**src/rtl/wake_enable_pkg.sv**
```systemverilog
// constants of the wake-enable register bank
//
// Function
// drive wake only if enable, status, global set
// enable clear: status still tracks, no drive
// group a bits map pins 3_0..3_3,4_1,4_3,6_0,6_1
// group b bits map pins 5_0..5_7
// enables clear only on standby power-on reset
// enable registers are eight-bit read/write
// reserved location reads zero, read-only
// writes to reserved location change nothing
package wake_enable_pkg;

    // ****************************************
    // register indices, byte address is index*4
    // ****************************************
    localparam logic [7:0] IDX_GLOBAL_CTRL = 8'h00;
    localparam logic [7:0] IDX_STATUS_A    = 8'h01;
    localparam logic [7:0] IDX_STATUS_B    = 8'h02;
    localparam logic [7:0] IDX_IRQ_STATUS  = 8'h03;
    localparam logic [7:0] IDX_IRQ_MASK    = 8'h04;
    localparam logic [7:0] IDX_ENABLE_A    = 8'h0d;
    localparam logic [7:0] IDX_ENABLE_B    = 8'h0e;
    localparam logic [7:0] IDX_RESERVED    = 8'h0f;

    localparam int         ADDR_W          = 8;
    localparam logic [7:0] ADDR_GLOBAL_CTRL = IDX_GLOBAL_CTRL << 2;
    localparam logic [7:0] ADDR_STATUS_A    = IDX_STATUS_A << 2;
    localparam logic [7:0] ADDR_STATUS_B    = IDX_STATUS_B << 2;
    localparam logic [7:0] ADDR_IRQ_STATUS  = IDX_IRQ_STATUS << 2;
    localparam logic [7:0] ADDR_IRQ_MASK    = IDX_IRQ_MASK << 2;
    localparam logic [7:0] ADDR_ENABLE_A    = IDX_ENABLE_A << 2;
    localparam logic [7:0] ADDR_ENABLE_B    = IDX_ENABLE_B << 2;
    localparam logic [7:0] ADDR_RESERVED    = IDX_RESERVED << 2;

    // ****************************************
    // field positions and reset values
    // ****************************************
    localparam int         REG_W            = 8;
    localparam int         GLOBAL_EN_BIT    = 0;
    localparam int         IRQ_W            = 3;
    localparam int         IRQ_EVT_A_BIT    = 0;
    localparam int         IRQ_EVT_B_BIT    = 1;
    localparam int         IRQ_WAKE_BIT     = 2;
    localparam logic [7:0] RST_ENABLE       = 8'h00;
    localparam logic [7:0] RST_STATUS       = 8'h00;
    localparam logic [7:0] RST_RESERVED     = 8'h00;
    localparam logic [2:0] RST_IRQ          = 3'h0;

endpackage

```
**src/rtl/wake_src_if.sv**
```systemverilog
// synchronised wake pin levels and rising-edge pulses
interface wake_src_if #(
    parameter int W = 8
);
    logic [W-1:0] level;
    logic [W-1:0] rise;

    modport src (output level, output rise);
    modport dst (input level, input rise);
endinterface

```
**src/rtl/wake_enable_bank.sv**
```systemverilog
// wake-enable register bank with APB slave and wake output
module wake_enable_bank (
    input  wire logic       pclk,
    input  wire logic       presetn,
    input  wire logic       main_reset_n,
    input  wire logic       psel,
    input  wire logic       penable,
    input  wire logic       pwrite,
    input  wire logic [7:0] paddr,
    input  wire logic [31:0] pwdata,
    output logic [31:0]     prdata,
    output logic            pready,
    output logic            pslverr,
    input  wire logic       pin_3_0,
    input  wire logic       pin_3_1,
    input  wire logic       pin_3_2,
    input  wire logic       pin_3_3,
    input  wire logic       pin_4_1,
    input  wire logic       pin_4_3,
    input  wire logic       pin_6_0,
    input  wire logic       pin_6_1,
    input  wire logic       pin_5_0,
    input  wire logic       pin_5_1,
    input  wire logic       pin_5_2,
    input  wire logic       pin_5_3,
    input  wire logic       pin_5_4,
    input  wire logic       pin_5_5,
    input  wire logic       pin_5_6,
    input  wire logic       pin_5_7,
    output logic            wake_event_output_n_o,
    output logic            wake_event_output_n_oe,
    output logic            irq
);
    localparam int W = wake_enable_pkg::REG_W;

    // ****************************************
    // pin grouping and synchronisers
    // ****************************************
    logic [W-1:0] pins_a;
    logic [W-1:0] pins_b;

    // fixed bit order of the first group
    assign pins_a = {pin_6_1, pin_6_0, pin_4_3, pin_4_1,
                     pin_3_3, pin_3_2, pin_3_1, pin_3_0};
    // second group in plain ascending order
    assign pins_b = {pin_5_7, pin_5_6, pin_5_5, pin_5_4,
                     pin_5_3, pin_5_2, pin_5_1, pin_5_0};

    wake_src_if #(.W(W)) grp_a ();
    wake_src_if #(.W(W)) grp_b ();

    wake_pin_sync #(.W(W)) u_sync_a (
        .pclk    (pclk),
        .presetn (presetn),
        .pins    (pins_a),
        .src     (grp_a)
    );

    wake_pin_sync #(.W(W)) u_sync_b (
        .pclk    (pclk),
        .presetn (presetn),
        .pins    (pins_b),
        .src     (grp_b)
    );

    // ****************************************
    // main-supply reset synchroniser
    // ****************************************
    logic main_meta_r;
    logic main_sync_r;
    logic main_clr;

    // pin from another domain, two flops before use
    always_ff @(posedge pclk or negedge presetn)
    begin
        if (!presetn)
        begin
            main_meta_r <= 1'b0;
            main_sync_r <= 1'b0;
        end
        else
        begin
            main_meta_r <= main_reset_n;
            main_sync_r <= main_meta_r;
        end
    end

    // low level clears global enable, status, irq status and mask, not the enables
    assign main_clr = !main_sync_r;

    // ****************************************
    // bus decode
    // ****************************************
    logic setup_ph;
    logic acc_ph;
    logic hit_ctrl;
    logic hit_sts_a;
    logic hit_sts_b;
    logic hit_irq_sts;
    logic hit_irq_msk;
    logic hit_en_a;
    logic hit_en_b;
    logic hit_rsvd;
    logic mapped;
    logic wr_acc;
    logic rd_acc;

    assign setup_ph = psel && !penable;
    assign acc_ph   = psel && penable;

    // full byte address compare, misaligned falls out
    assign hit_ctrl    = paddr == wake_enable_pkg::ADDR_GLOBAL_CTRL;
    assign hit_sts_a   = paddr == wake_enable_pkg::ADDR_STATUS_A;
    assign hit_sts_b   = paddr == wake_enable_pkg::ADDR_STATUS_B;
    assign hit_irq_sts = paddr == wake_enable_pkg::ADDR_IRQ_STATUS;
    assign hit_irq_msk = paddr == wake_enable_pkg::ADDR_IRQ_MASK;
    assign hit_en_a    = paddr == wake_enable_pkg::ADDR_ENABLE_A;
    assign hit_en_b    = paddr == wake_enable_pkg::ADDR_ENABLE_B;
    assign hit_rsvd    = paddr == wake_enable_pkg::ADDR_RESERVED;

    assign mapped = hit_ctrl | hit_sts_a | hit_sts_b | hit_irq_sts |
                    hit_irq_msk | hit_en_a | hit_en_b | hit_rsvd;

    // zero wait states, every access completes at once
    assign pready  = 1'b1;
    assign pslverr = acc_ph && !mapped;
    assign wr_acc  = acc_ph && pwrite && mapped;
    assign rd_acc  = acc_ph && !pwrite && mapped;

    // ****************************************
    // wake enable registers
    // ****************************************
    logic [W-1:0] enable_a_r;
    logic [W-1:0] enable_b_r;

    // only the standby reset reaches these flops;
    // main resets deliberately leave them alone
    always_ff @(posedge pclk or negedge presetn)
    begin
        if (!presetn)
        begin
            enable_a_r <= wake_enable_pkg::RST_ENABLE;
            enable_b_r <= wake_enable_pkg::RST_ENABLE;
        end
        else
        begin
            if (wr_acc && hit_en_a)
            begin
                enable_a_r <= pwdata[W-1:0];
            end
            if (wr_acc && hit_en_b)
            begin
                enable_b_r <= pwdata[W-1:0];
            end
        end
    end

    // ****************************************
    // global wake enable
    // ****************************************
    logic global_wake_enable;

    always_ff @(posedge pclk or negedge presetn)
    begin
        if (!presetn)
        begin
            global_wake_enable <= 1'b0;
        end
        else if (main_clr)
        begin
            global_wake_enable <= 1'b0;
        end
        else if (wr_acc && hit_ctrl)
        begin
            global_wake_enable <=
                pwdata[wake_enable_pkg::GLOBAL_EN_BIT];
        end
    end

    // ****************************************
    // wake status, sticky per source
    // ****************************************
    logic [W-1:0] status_a_r;
    logic [W-1:0] status_b_r;
    logic [W-1:0] clr_a;
    logic [W-1:0] clr_b;

    // write one to clear; a new edge beats the clear
    assign clr_a = (wr_acc && hit_sts_a) ? pwdata[W-1:0] : '0;
    assign clr_b = (wr_acc && hit_sts_b) ? pwdata[W-1:0] : '0;

    // status follows sources whatever the enables say
    always_ff @(posedge pclk or negedge presetn)
    begin
        if (!presetn)
        begin
            status_a_r <= wake_enable_pkg::RST_STATUS;
            status_b_r <= wake_enable_pkg::RST_STATUS;
        end
        else if (main_clr)
        begin
            status_a_r <= wake_enable_pkg::RST_STATUS;
            status_b_r <= wake_enable_pkg::RST_STATUS;
        end
        else
        begin
            status_a_r <= (status_a_r & ~clr_a) | grp_a.rise;
            status_b_r <= (status_b_r & ~clr_b) | grp_b.rise;
        end
    end

    // ****************************************
    // wake event output, open drain
    // ****************************************
    logic wake_nxt;
    logic wake_r;

    // a disabled source never reaches the output
    assign wake_nxt = global_wake_enable &&
                      (|(status_a_r & enable_a_r) ||
                       |(status_b_r & enable_b_r));

    always_ff @(posedge pclk or negedge presetn)
    begin
        if (!presetn)
        begin
            wake_r <= 1'b0;
        end
        else
        begin
            wake_r <= wake_nxt;
        end
    end

    // pull low only; the line idles high by pull-up
    assign wake_event_output_n_o  = 1'b0;
    assign wake_event_output_n_oe = wake_r;

    // ****************************************
    // interrupt status and mask
    // ****************************************
    logic [wake_enable_pkg::IRQ_W-1:0] irq_sts_r;
    logic [wake_enable_pkg::IRQ_W-1:0] irq_msk_r;
    logic [wake_enable_pkg::IRQ_W-1:0] irq_set;
    logic                              irq_rd_clr;

    assign irq_set[wake_enable_pkg::IRQ_EVT_A_BIT] = |grp_a.rise;
    assign irq_set[wake_enable_pkg::IRQ_EVT_B_BIT] = |grp_b.rise;
    assign irq_set[wake_enable_pkg::IRQ_WAKE_BIT]  = wake_nxt && !wake_r;
    assign irq_rd_clr = rd_acc && hit_irq_sts;

    // read clears only the bits captured in setup, so an
    // event in the setup cycle is not lost; set wins
    always_ff @(posedge pclk or negedge presetn)
    begin
        if (!presetn)
        begin
            irq_sts_r <= wake_enable_pkg::RST_IRQ;
        end
        else if (main_clr)
        begin
            irq_sts_r <= wake_enable_pkg::RST_IRQ;
        end
        else if (irq_rd_clr)
        begin
            irq_sts_r <= (irq_sts_r &
                          ~prdata[wake_enable_pkg::IRQ_W-1:0]) |
                         irq_set;
        end
        else
        begin
            irq_sts_r <= irq_sts_r | irq_set;
        end
    end

    always_ff @(posedge pclk or negedge presetn)
    begin
        if (!presetn)
        begin
            irq_msk_r <= wake_enable_pkg::RST_IRQ;
        end
        else if (main_clr)
        begin
            irq_msk_r <= wake_enable_pkg::RST_IRQ;
        end
        else if (wr_acc && hit_irq_msk)
        begin
            irq_msk_r <= pwdata[wake_enable_pkg::IRQ_W-1:0];
        end
    end

    // level output, one bit of mask per status bit
    always_ff @(posedge pclk or negedge presetn)
    begin
        if (!presetn)
        begin
            irq <= 1'b0;
        end
        else
        begin
            irq <= |(irq_sts_r & irq_msk_r);
        end
    end

    // ****************************************
    // read data
    // ****************************************
    logic [31:0] rd_nxt;

    // sampled in setup so the access phase sees stable
    // data from a flop; a write to the reserved word
    // lands in no branch of any register above
    always_comb
    begin
        rd_nxt = 32'h0000_0000;
        if (hit_ctrl)
        begin
            rd_nxt[wake_enable_pkg::GLOBAL_EN_BIT] = global_wake_enable;
        end
        else if (hit_sts_a)
        begin
            rd_nxt[W-1:0] = status_a_r;
        end
        else if (hit_sts_b)
        begin
            rd_nxt[W-1:0] = status_b_r;
        end
        else if (hit_irq_sts)
        begin
            rd_nxt[wake_enable_pkg::IRQ_W-1:0] = irq_sts_r;
        end
        else if (hit_irq_msk)
        begin
            rd_nxt[wake_enable_pkg::IRQ_W-1:0] = irq_msk_r;
        end
        else if (hit_en_a)
        begin
            rd_nxt[W-1:0] = enable_a_r;
        end
        else if (hit_en_b)
        begin
            rd_nxt[W-1:0] = enable_b_r;
        end
        else if (hit_rsvd)
        begin
            rd_nxt[W-1:0] = wake_enable_pkg::RST_RESERVED;
        end
    end

    always_ff @(posedge pclk or negedge presetn)
    begin
        if (!presetn)
        begin
            prdata <= 32'h0000_0000;
        end
        else if (setup_ph && !pwrite)
        begin
            prdata <= rd_nxt;
        end
    end

    // status read during its own setup: the value read
    // is the one cleared, later events stay pending
endmodule

```
**src/rtl/wake_pin_sync.sv**
```systemverilog
// two-flop synchroniser and rising-edge detect for wake pins
module wake_pin_sync #(
    parameter int W = 8
) (
    input  wire logic         pclk,
    input  wire logic         presetn,
    input  wire logic [W-1:0] pins,
    wake_src_if.src           src
);
    logic [W-1:0] meta_r;
    logic [W-1:0] sync_r;
    logic [W-1:0] prev_r;

    // first flop feeds only the second one
    always_ff @(posedge pclk or negedge presetn)
    begin
        if (!presetn)
        begin
            meta_r <= '0;
            sync_r <= '0;
            prev_r <= '0;
        end
        else
        begin
            meta_r <= pins;
            sync_r <= meta_r;
            prev_r <= sync_r;
        end
    end

    assign src.level = sync_r;
    assign src.rise  = sync_r & ~prev_r;
endmodule

```
**config.mk**
```make
export PLATFORM = sky130hd
export DESIGN_NAME = wake_enable_bank
export DESIGN_NICKNAME = d
export VERILOG_FILES = /design/src/rtl/wake_enable_pkg.sv /design/src/rtl/wake_src_if.sv /design/src/rtl/wake_enable_bank.sv /design/src/rtl/wake_pin_sync.sv
export SDC_FILE = /design/constraint.sdc
export NUM_CORES = 1
export LEC_CHECK = 0
export BUFFER_PORTS_ARGS = -buffer_cell sky130_fd_sc_hd__buf_2
export CAP_MARGIN = 20
export CORE_MARGIN = 4
export CORE_UTILIZATION = 53
export DETAILED_ROUTE_END_ITERATION = 6
export MAX_ROUTING_LAYER = met4
export PLACE_DENSITY = 0.87
export REMOVE_ABC_BUFFERS = 1
export SLEW_MARGIN = 10
export SYNTH_ARGS = -nofsm -noshare
export SYNTH_HDL_FRONTEND = slang
export SYNTH_HIERARCHICAL = 1
export SYNTH_SLANG_ARGS = --single-unit
```
**constraint.sdc**
```tcl
create_clock -name pclk -period 1.4 [get_ports pclk]
set_input_delay 0.07 -clock pclk [delete_from_list [all_inputs] [get_ports pclk]]
set_output_delay 0.07 -clock pclk [all_outputs]
set_load 0.1 [all_outputs]
```
== Word-level counts from Yosys, hierarchy flattened ==
Index checks and enable logic that the tools add are counted.
Cells by class
  eq/ne operators: 9
  muxes and demuxes: 20
  bitwise operators: 24
  reductions and logical operators: 28
Operators by type and width (number)
  $mux W8: 8
  $and A8 B8 Y8: 6
  $not A8 Y8: 4
  $reduce_or A8 Y1: 4
  $eq A8 B6 Y1 const B: 3
  $mux W3: 6
  $logic_and A1 B1 Y1: 17
  $eq A8 B4 Y1 const B: 2
  $or A8 B8 Y8: 2
  $mux W5: 2
  $eq A8 B3 Y1 const B: 1
  $eq A8 B5 Y1 const B: 1
  $logic_not A8 Y1: 1
  $mux W7: 1
  $or A1 B1 Y1: 7
  $and A3 B3 Y3: 2
  $or A3 B3 Y3: 2
  $logic_not A1 Y1: 4
  $ne A2 B1 Y1 const B: 2
  $mux W1: 3
  $not A3 Y3: 1
  $reduce_or A3 Y1: 1
  $logic_or A1 B1 Y1: 1
Storage, ports and cells
  bits in registers: 99
  logic and storage cells: 99

== Longest topological paths before layout ==
  word-level depth: 15
  depth in mapped cells: 6

== By module ==
The synthesis kept the hierarchy.
Modules (own cells, without submodules)
  wake_enable_bank: times used 1, cells each 270, area an instance 2837.7 sq um, seq. area each 1276.2 sq um
  wake_pin_sync: times used 2, cells each 32, area an instance 710.7 sq um, seq. area each 600.6 sq um

== Least setup slack after synthesis ==
OpenSTA, ideal clock, no wires.
  kind: input to output
  start point: input paddr[3]
  end point: output pslverr
  data arrival time: 2.296 ns
  data required time: 1.330 ns
  slack: -0.966 ns
  cell stages on the path: 5
  buffers on the path: 2
  cells stage by stage: buf_2 -> buf_1 -> o21ai_0 -> xor2_1 -> a21oi_1
Between the ends
  cells in the longest elaborated chain, start to end: 10
  elaborated cells on any way between the ends: 17
  classes of those cells: eq/ne: 7; bitwise: 7; reduce/logical: 3
RTL lines
  start, declared: line wake_enable_bank.sv:9  | input wire logic [7:0] paddr,
  $eq A8 B3 Y1 or $logic_not A8 Y1 (tied branches): line wake_enable_bank.sv:113, wake_enable_bank.sv:112
  $or A1 B1 Y1 (4 in series): line wake_enable_bank.sv:121  | assign mapped = hit_ctrl | hit_sts_a | hit_sts_b | hit_irq_sts |
  $or A1 B1 Y1 (2 in series): line wake_enable_bank.sv:122  | hit_irq_msk | hit_en_a | hit_en_b | hit_rsvd;
  $or A1 B1 Y1 (*): line wake_enable_bank.sv:122
  $logic_not A1 Y1 (*): line wake_enable_bank.sv:126  | assign pslverr = acc_ph && !mapped;
  $logic_and A1 B1 Y1 (*): line wake_enable_bank.sv:126
  end, declared: line wake_enable_bank.sv:13  | output logic pslverr,
Mark *: on every way between the ends. The rest lies on a longest branch, timed or not.

== Worst setup path after layout ==
  start point: register enable_a_r[3]
  end point: register irq_sts_r[2] (netlist name)
Between the ends
  cells in the longest elaborated chain, start to end: 8
  elaborated cells on any way between the ends: 9
  classes of those cells: mux: 2; bitwise: 3; reduce/logical: 4
RTL lines
  start, declared: line wake_enable_bank.sv:133  | logic [W-1:0] enable_a_r;
  start signal, assigned: line wake_enable_bank.sv:142  | enable_a_r <= wake_enable_pkg::RST_ENABLE;
  start signal, assigned: line wake_enable_bank.sv:149  | enable_a_r <= pwdata[W-1:0];
  $and A8 B8 Y8 (*): line wake_enable_bank.sv:220  | (|(status_a_r & enable_a_r) ||
  $reduce_or A8 Y1 (*): line wake_enable_bank.sv:220
  $logic_or A1 B1 Y1 (*): line wake_enable_bank.sv:220
  $logic_and A1 B1 Y1 (*): line wake_enable_bank.sv:219  | assign wake_nxt = global_wake_enable &&
  $logic_and A1 B1 Y1 (*): line wake_enable_bank.sv:249  | assign irq_set[wake_enable_pkg::IRQ_WAKE_BIT] = wake_nxt && !wake_r;
  $or A3 B3 Y3 (on tied branches): line wake_enable_bank.sv:272, wake_enable_bank.sv:267
  $mux W3 (*): line wake_enable_bank.sv:264  | else if (irq_rd_clr)
  $mux W3 (*): line wake_enable_bank.sv:260  | else if (main_clr)
  end signal, assigned: line wake_enable_bank.sv:262  | irq_sts_r <= wake_enable_pkg::RST_IRQ;
  end signal, assigned: line wake_enable_bank.sv:266  | irq_sts_r <= (irq_sts_r &
  end signal, assigned: line wake_enable_bank.sv:272  | irq_sts_r <= irq_sts_r | irq_set;
  end, declared: line wake_enable_bank.sv:242  | logic [wake_enable_pkg::IRQ_W-1:0] irq_sts_r;
Marked as above.
A chain may end at the register's enable or synchronous reset.

==> metrics.yaml <==
critical_path:
  crit-reg2reg-capture: "irq_sts_r[2]"
  cp_cell_sequence: "a22o_1 -> a221oi_2 -> and4_4 -> o41ai_1"
  critical-path-top-delay-family: "compound AO/OA/AOI/OAI gates"
  worst_setup_path_end_kind: "flop"
  arrival_time_reported_for_the_critical_path_endpoint_ns: 1.57
  critical_path.n_buffers_inverters: 0
  cp_slowest_cell: "dfrtp_1"
  startpoint_kind_of_the_worst_setup_timing_path: "flop"
  reg2regPathDepth: 4
  cp_max_fo: 3
  r2r_setup_slack_ns: 0.07
  timing.rr.start: "enable_a_r[3]"
  criticalPathCategory: "reg2reg"
  slowest_delay_ns: 0.42
  worst_endpoint_required_time_ns: 1.65
global_routing:
  grt_antenna_before_repair: 0
  grt-busiest-layer: "met2"
  grt_use_met1_pct: 27.4
  grtUsageMet3_pct: 3.73
  grt_first_pass_wirelength_um: 15700
  grt_util_met2_pct: 33.4
  grt.overflow.total: 0
  largest_net_degree_at_the_start_of_global_routing: 100
  grt.total_usage_pct: 21.4
  first_global_vias: 3048
logic_synthesis:
  synthDominantCellAreaShare_pct: 58.2
  number_of_flops_mapped_to_enable_cells_by_yosys: 0
  netlist.top_cell.by_area: "dfrtp_1"
  syn_inst: 334
  distinct_cell_type_count_after_synthesis: 50
  synth_sequential_area_ratio_pct: 58.2
  postSynth.asyncResetShare_pct: 100
  ys.warnings.count: 6
  synthFlopType: "dfrtp_1"
  synth.area.top_cells: "dfrtp_1 (58%), nor2b_4 (5.2%), buf_4 (4.6%), mux2_2 (4.5%), o21a_1 (2.6%)"
  synthesis.area_per_instance_um2: 12.8
  mappedNetlistArea_um2: 4260
  synth-seq-cells: 99
placed_design:
  routability_congestion_estimate_from_global_placement: 0.934
  detailedPlacementHpwl_um: 6740
  placement.io_buffers: 48
hold_path:
  hold_start: "pwdata[0]"
  worst_hold_path_type: "in2reg"
  whs_endpoint: "status_b_r[0]"
  min_delay_path_depth: 2
floorplanning:
  die_width_um: 97.6
  design.core.area_um2: 7770
  io_pins: 99
  vertical_die_dimension_um: 97.6
  placementRows: 32
  dieArea_um2: 9530
  start_util_pct: 54.8
cts:
  tritoncts_num_sinks: 99
  worst_setup_hold_path_clk_slew_ns: 0.11
  cts_tree: "built"
  clk-insertion-delay-late_ns: 0.36
  tritoncts.num_buffers: 9
  ctsRootBufferMaster: "clkbuf_8"
  ctsHtreeMaxLevel: 3
  clockBufferDepth: 2
sta:
  fmax_ghz: 0.754
  finalHoldViolCount: 0
  grt_setup_unrepaired: "no"
  fin_setup_tns_ns: 0
  min_period_over_period_pct: 94.7
  period_minus_slack_ns: 1.33
  setup_viol: 0
  final.setup_skew_ns: 0.0177
  final_slew_viol_count: 0
  holdWs_ns: 0.0331
layout:
  synthToLayoutAreaGrowth_pct: 23.5
  filler_cell_count: 558
  nNetsFinal: 501
  layout-drive-gt1-share_pct: 32.0
  antenna_cells_inserted: 0
routing:
  drtIter0Drc: 260
  ant_nets: 0
  drt_wl_total_um: 9580
  post_drt_wl_per_cell_um: 17.5
  firstDrtPassIters: 4
  drc: 0
  routed-via-count: 3000
  viasPerCell: 5.49
run:
  timing.max_cap.violations: 0
outcome:
  status: "completed"
power_and_ir_drop:
  vdd_drop_max_uv: 841
  power_density_nw_per_um2: 1120
  total_leakage_power_nw: 2.48
power breakdown:
| part | leakage [nW] | switching (W) | internal, W |
|---|---|---|---|
| Sequential | 1.24 | 0.0000970 | 0.00299 |
| Clock | 0.0911 | 0.00106 | 0.000688 |
| Combinational | 1.15 | 0.000762 | 0.000287 |
metrics by stage:
step | power [W] | instances | util (%) | worst slack [ns] | area (µm²)
floorplan | 0.00381 | 321 | - | -0.501 | 4110
global placement | 0.00411 | 504 | 61.5 | -0.182 | 4780
detailed placement | 0.00413 | 504 | 61.5 | -0.244 | 4780
CTS | 0.00593 | 546 | 67.3 | 0.00104 | 5230
global route | 0.00612 | 546 | 67.7 | 0.0187 | 5260
finish | 0.00589 | 546 | 67.7 | 0.0743 | 5260
how the worst max path moves through the flow:
stage / start / end / slack, ns / cells past startpoint
2_1_floorplan: paddr[2] / pslverr / -0.50 / 3
3_3_place_gp: paddr[1] / prdata[1] / -0.18 / 5
3_5_place_dp: paddr[1] / status_a_r[1] / -0.24 / 6
4_1_cts: enable_a_r[2] / irq_sts_r[2] / 0.001 / 4
5_1_grt: status_b_r[6] / irq_sts_r[2] / 0.02 / 4
6_report: enable_a_r[3] / irq_sts_r[2] / 0.07 / 4
area by class of cell:
type,count,area (µm²),area share (%)
Timing Repair Buffer,107,801,15.2
Multi-Input combinational cell,210,1620,30.7
Clock inverter,7,68.8,1.31
Sequential cell,99,2480,47.1
Inverter,12,45.0,0.857
Clock buffer,9,124,2.36
Tap cell,102,128,2.43
synthesized netlist by cell type (all sizes together), types with 6 or more instances:
master,count
o221ai,6
clkbuf,8
o21ai,12
dfrtp,99
a31oi,11
a22o,6
buf,29
nor2b,20
o21a,15
inv,12
mux2,17
nor2,10
mux2i,6
nor4,6
a21boi,10
a22oi,12
nand2,11
placed cells by master (no fill, tap or decap), drive strengths merged, types with 3 or more instances in the layout:
cell type     n
mux2         17
nor3          4
clkbuf        9
nor2b        20
a21boi       10
nor4          6
mux2i         6
nand3         3
conb         26
a31oi        11
nand2        11
a221oi        4
dlygate4sd3  25
inv          15
a22o          6
buf          82
nor2         10
o221ai        6
dfrtp        99
o21a         15
o21ai        12
a22oi        12
cell families (layout without fill, tap and decap cells):
logic type	after synthesis	count (layout)	share of synthesized area [%]
AOI/OAI and AO/OA	90	90	15.5
xor gates and xnor gates	1	1	0.206
buffers and inverters	49	135	6.67
DFF	99	99	58.2
muxes	23	23	5.90
other	2	26	0.176
and+or+nand+nor	70	70	13.4
timing repair:
item                                    CTS  global route
endpoints found under the setup margin    1             2
resized for setup                         0             5
setup buffers                             1             0
pin swaps                                 1             1
hold buffers                             25             0
hold endpoints to repair                128             0
cloned                                    0             0
worst register-to-register path: stages, from the launching register on:
cell and delay [ns]:
dfrtp_1 0.42, a22o_1 0.27, a221oi_2 0.18, and4_4 0.26, o41ai_1 0.08
routing by layer:
| layer | vias to the layer above | share of wire, % |
|---|---|---|
| li1 | 1375 | - |
| met1 | 1469 | 42 |
| met2 | 130 | 49 |
| met3 | 26 | 5.7 |
| met4 | 0 | 3.2 |
| met5 | - | 0 |
Note: power is estimated with default switching activity, not from simulation.
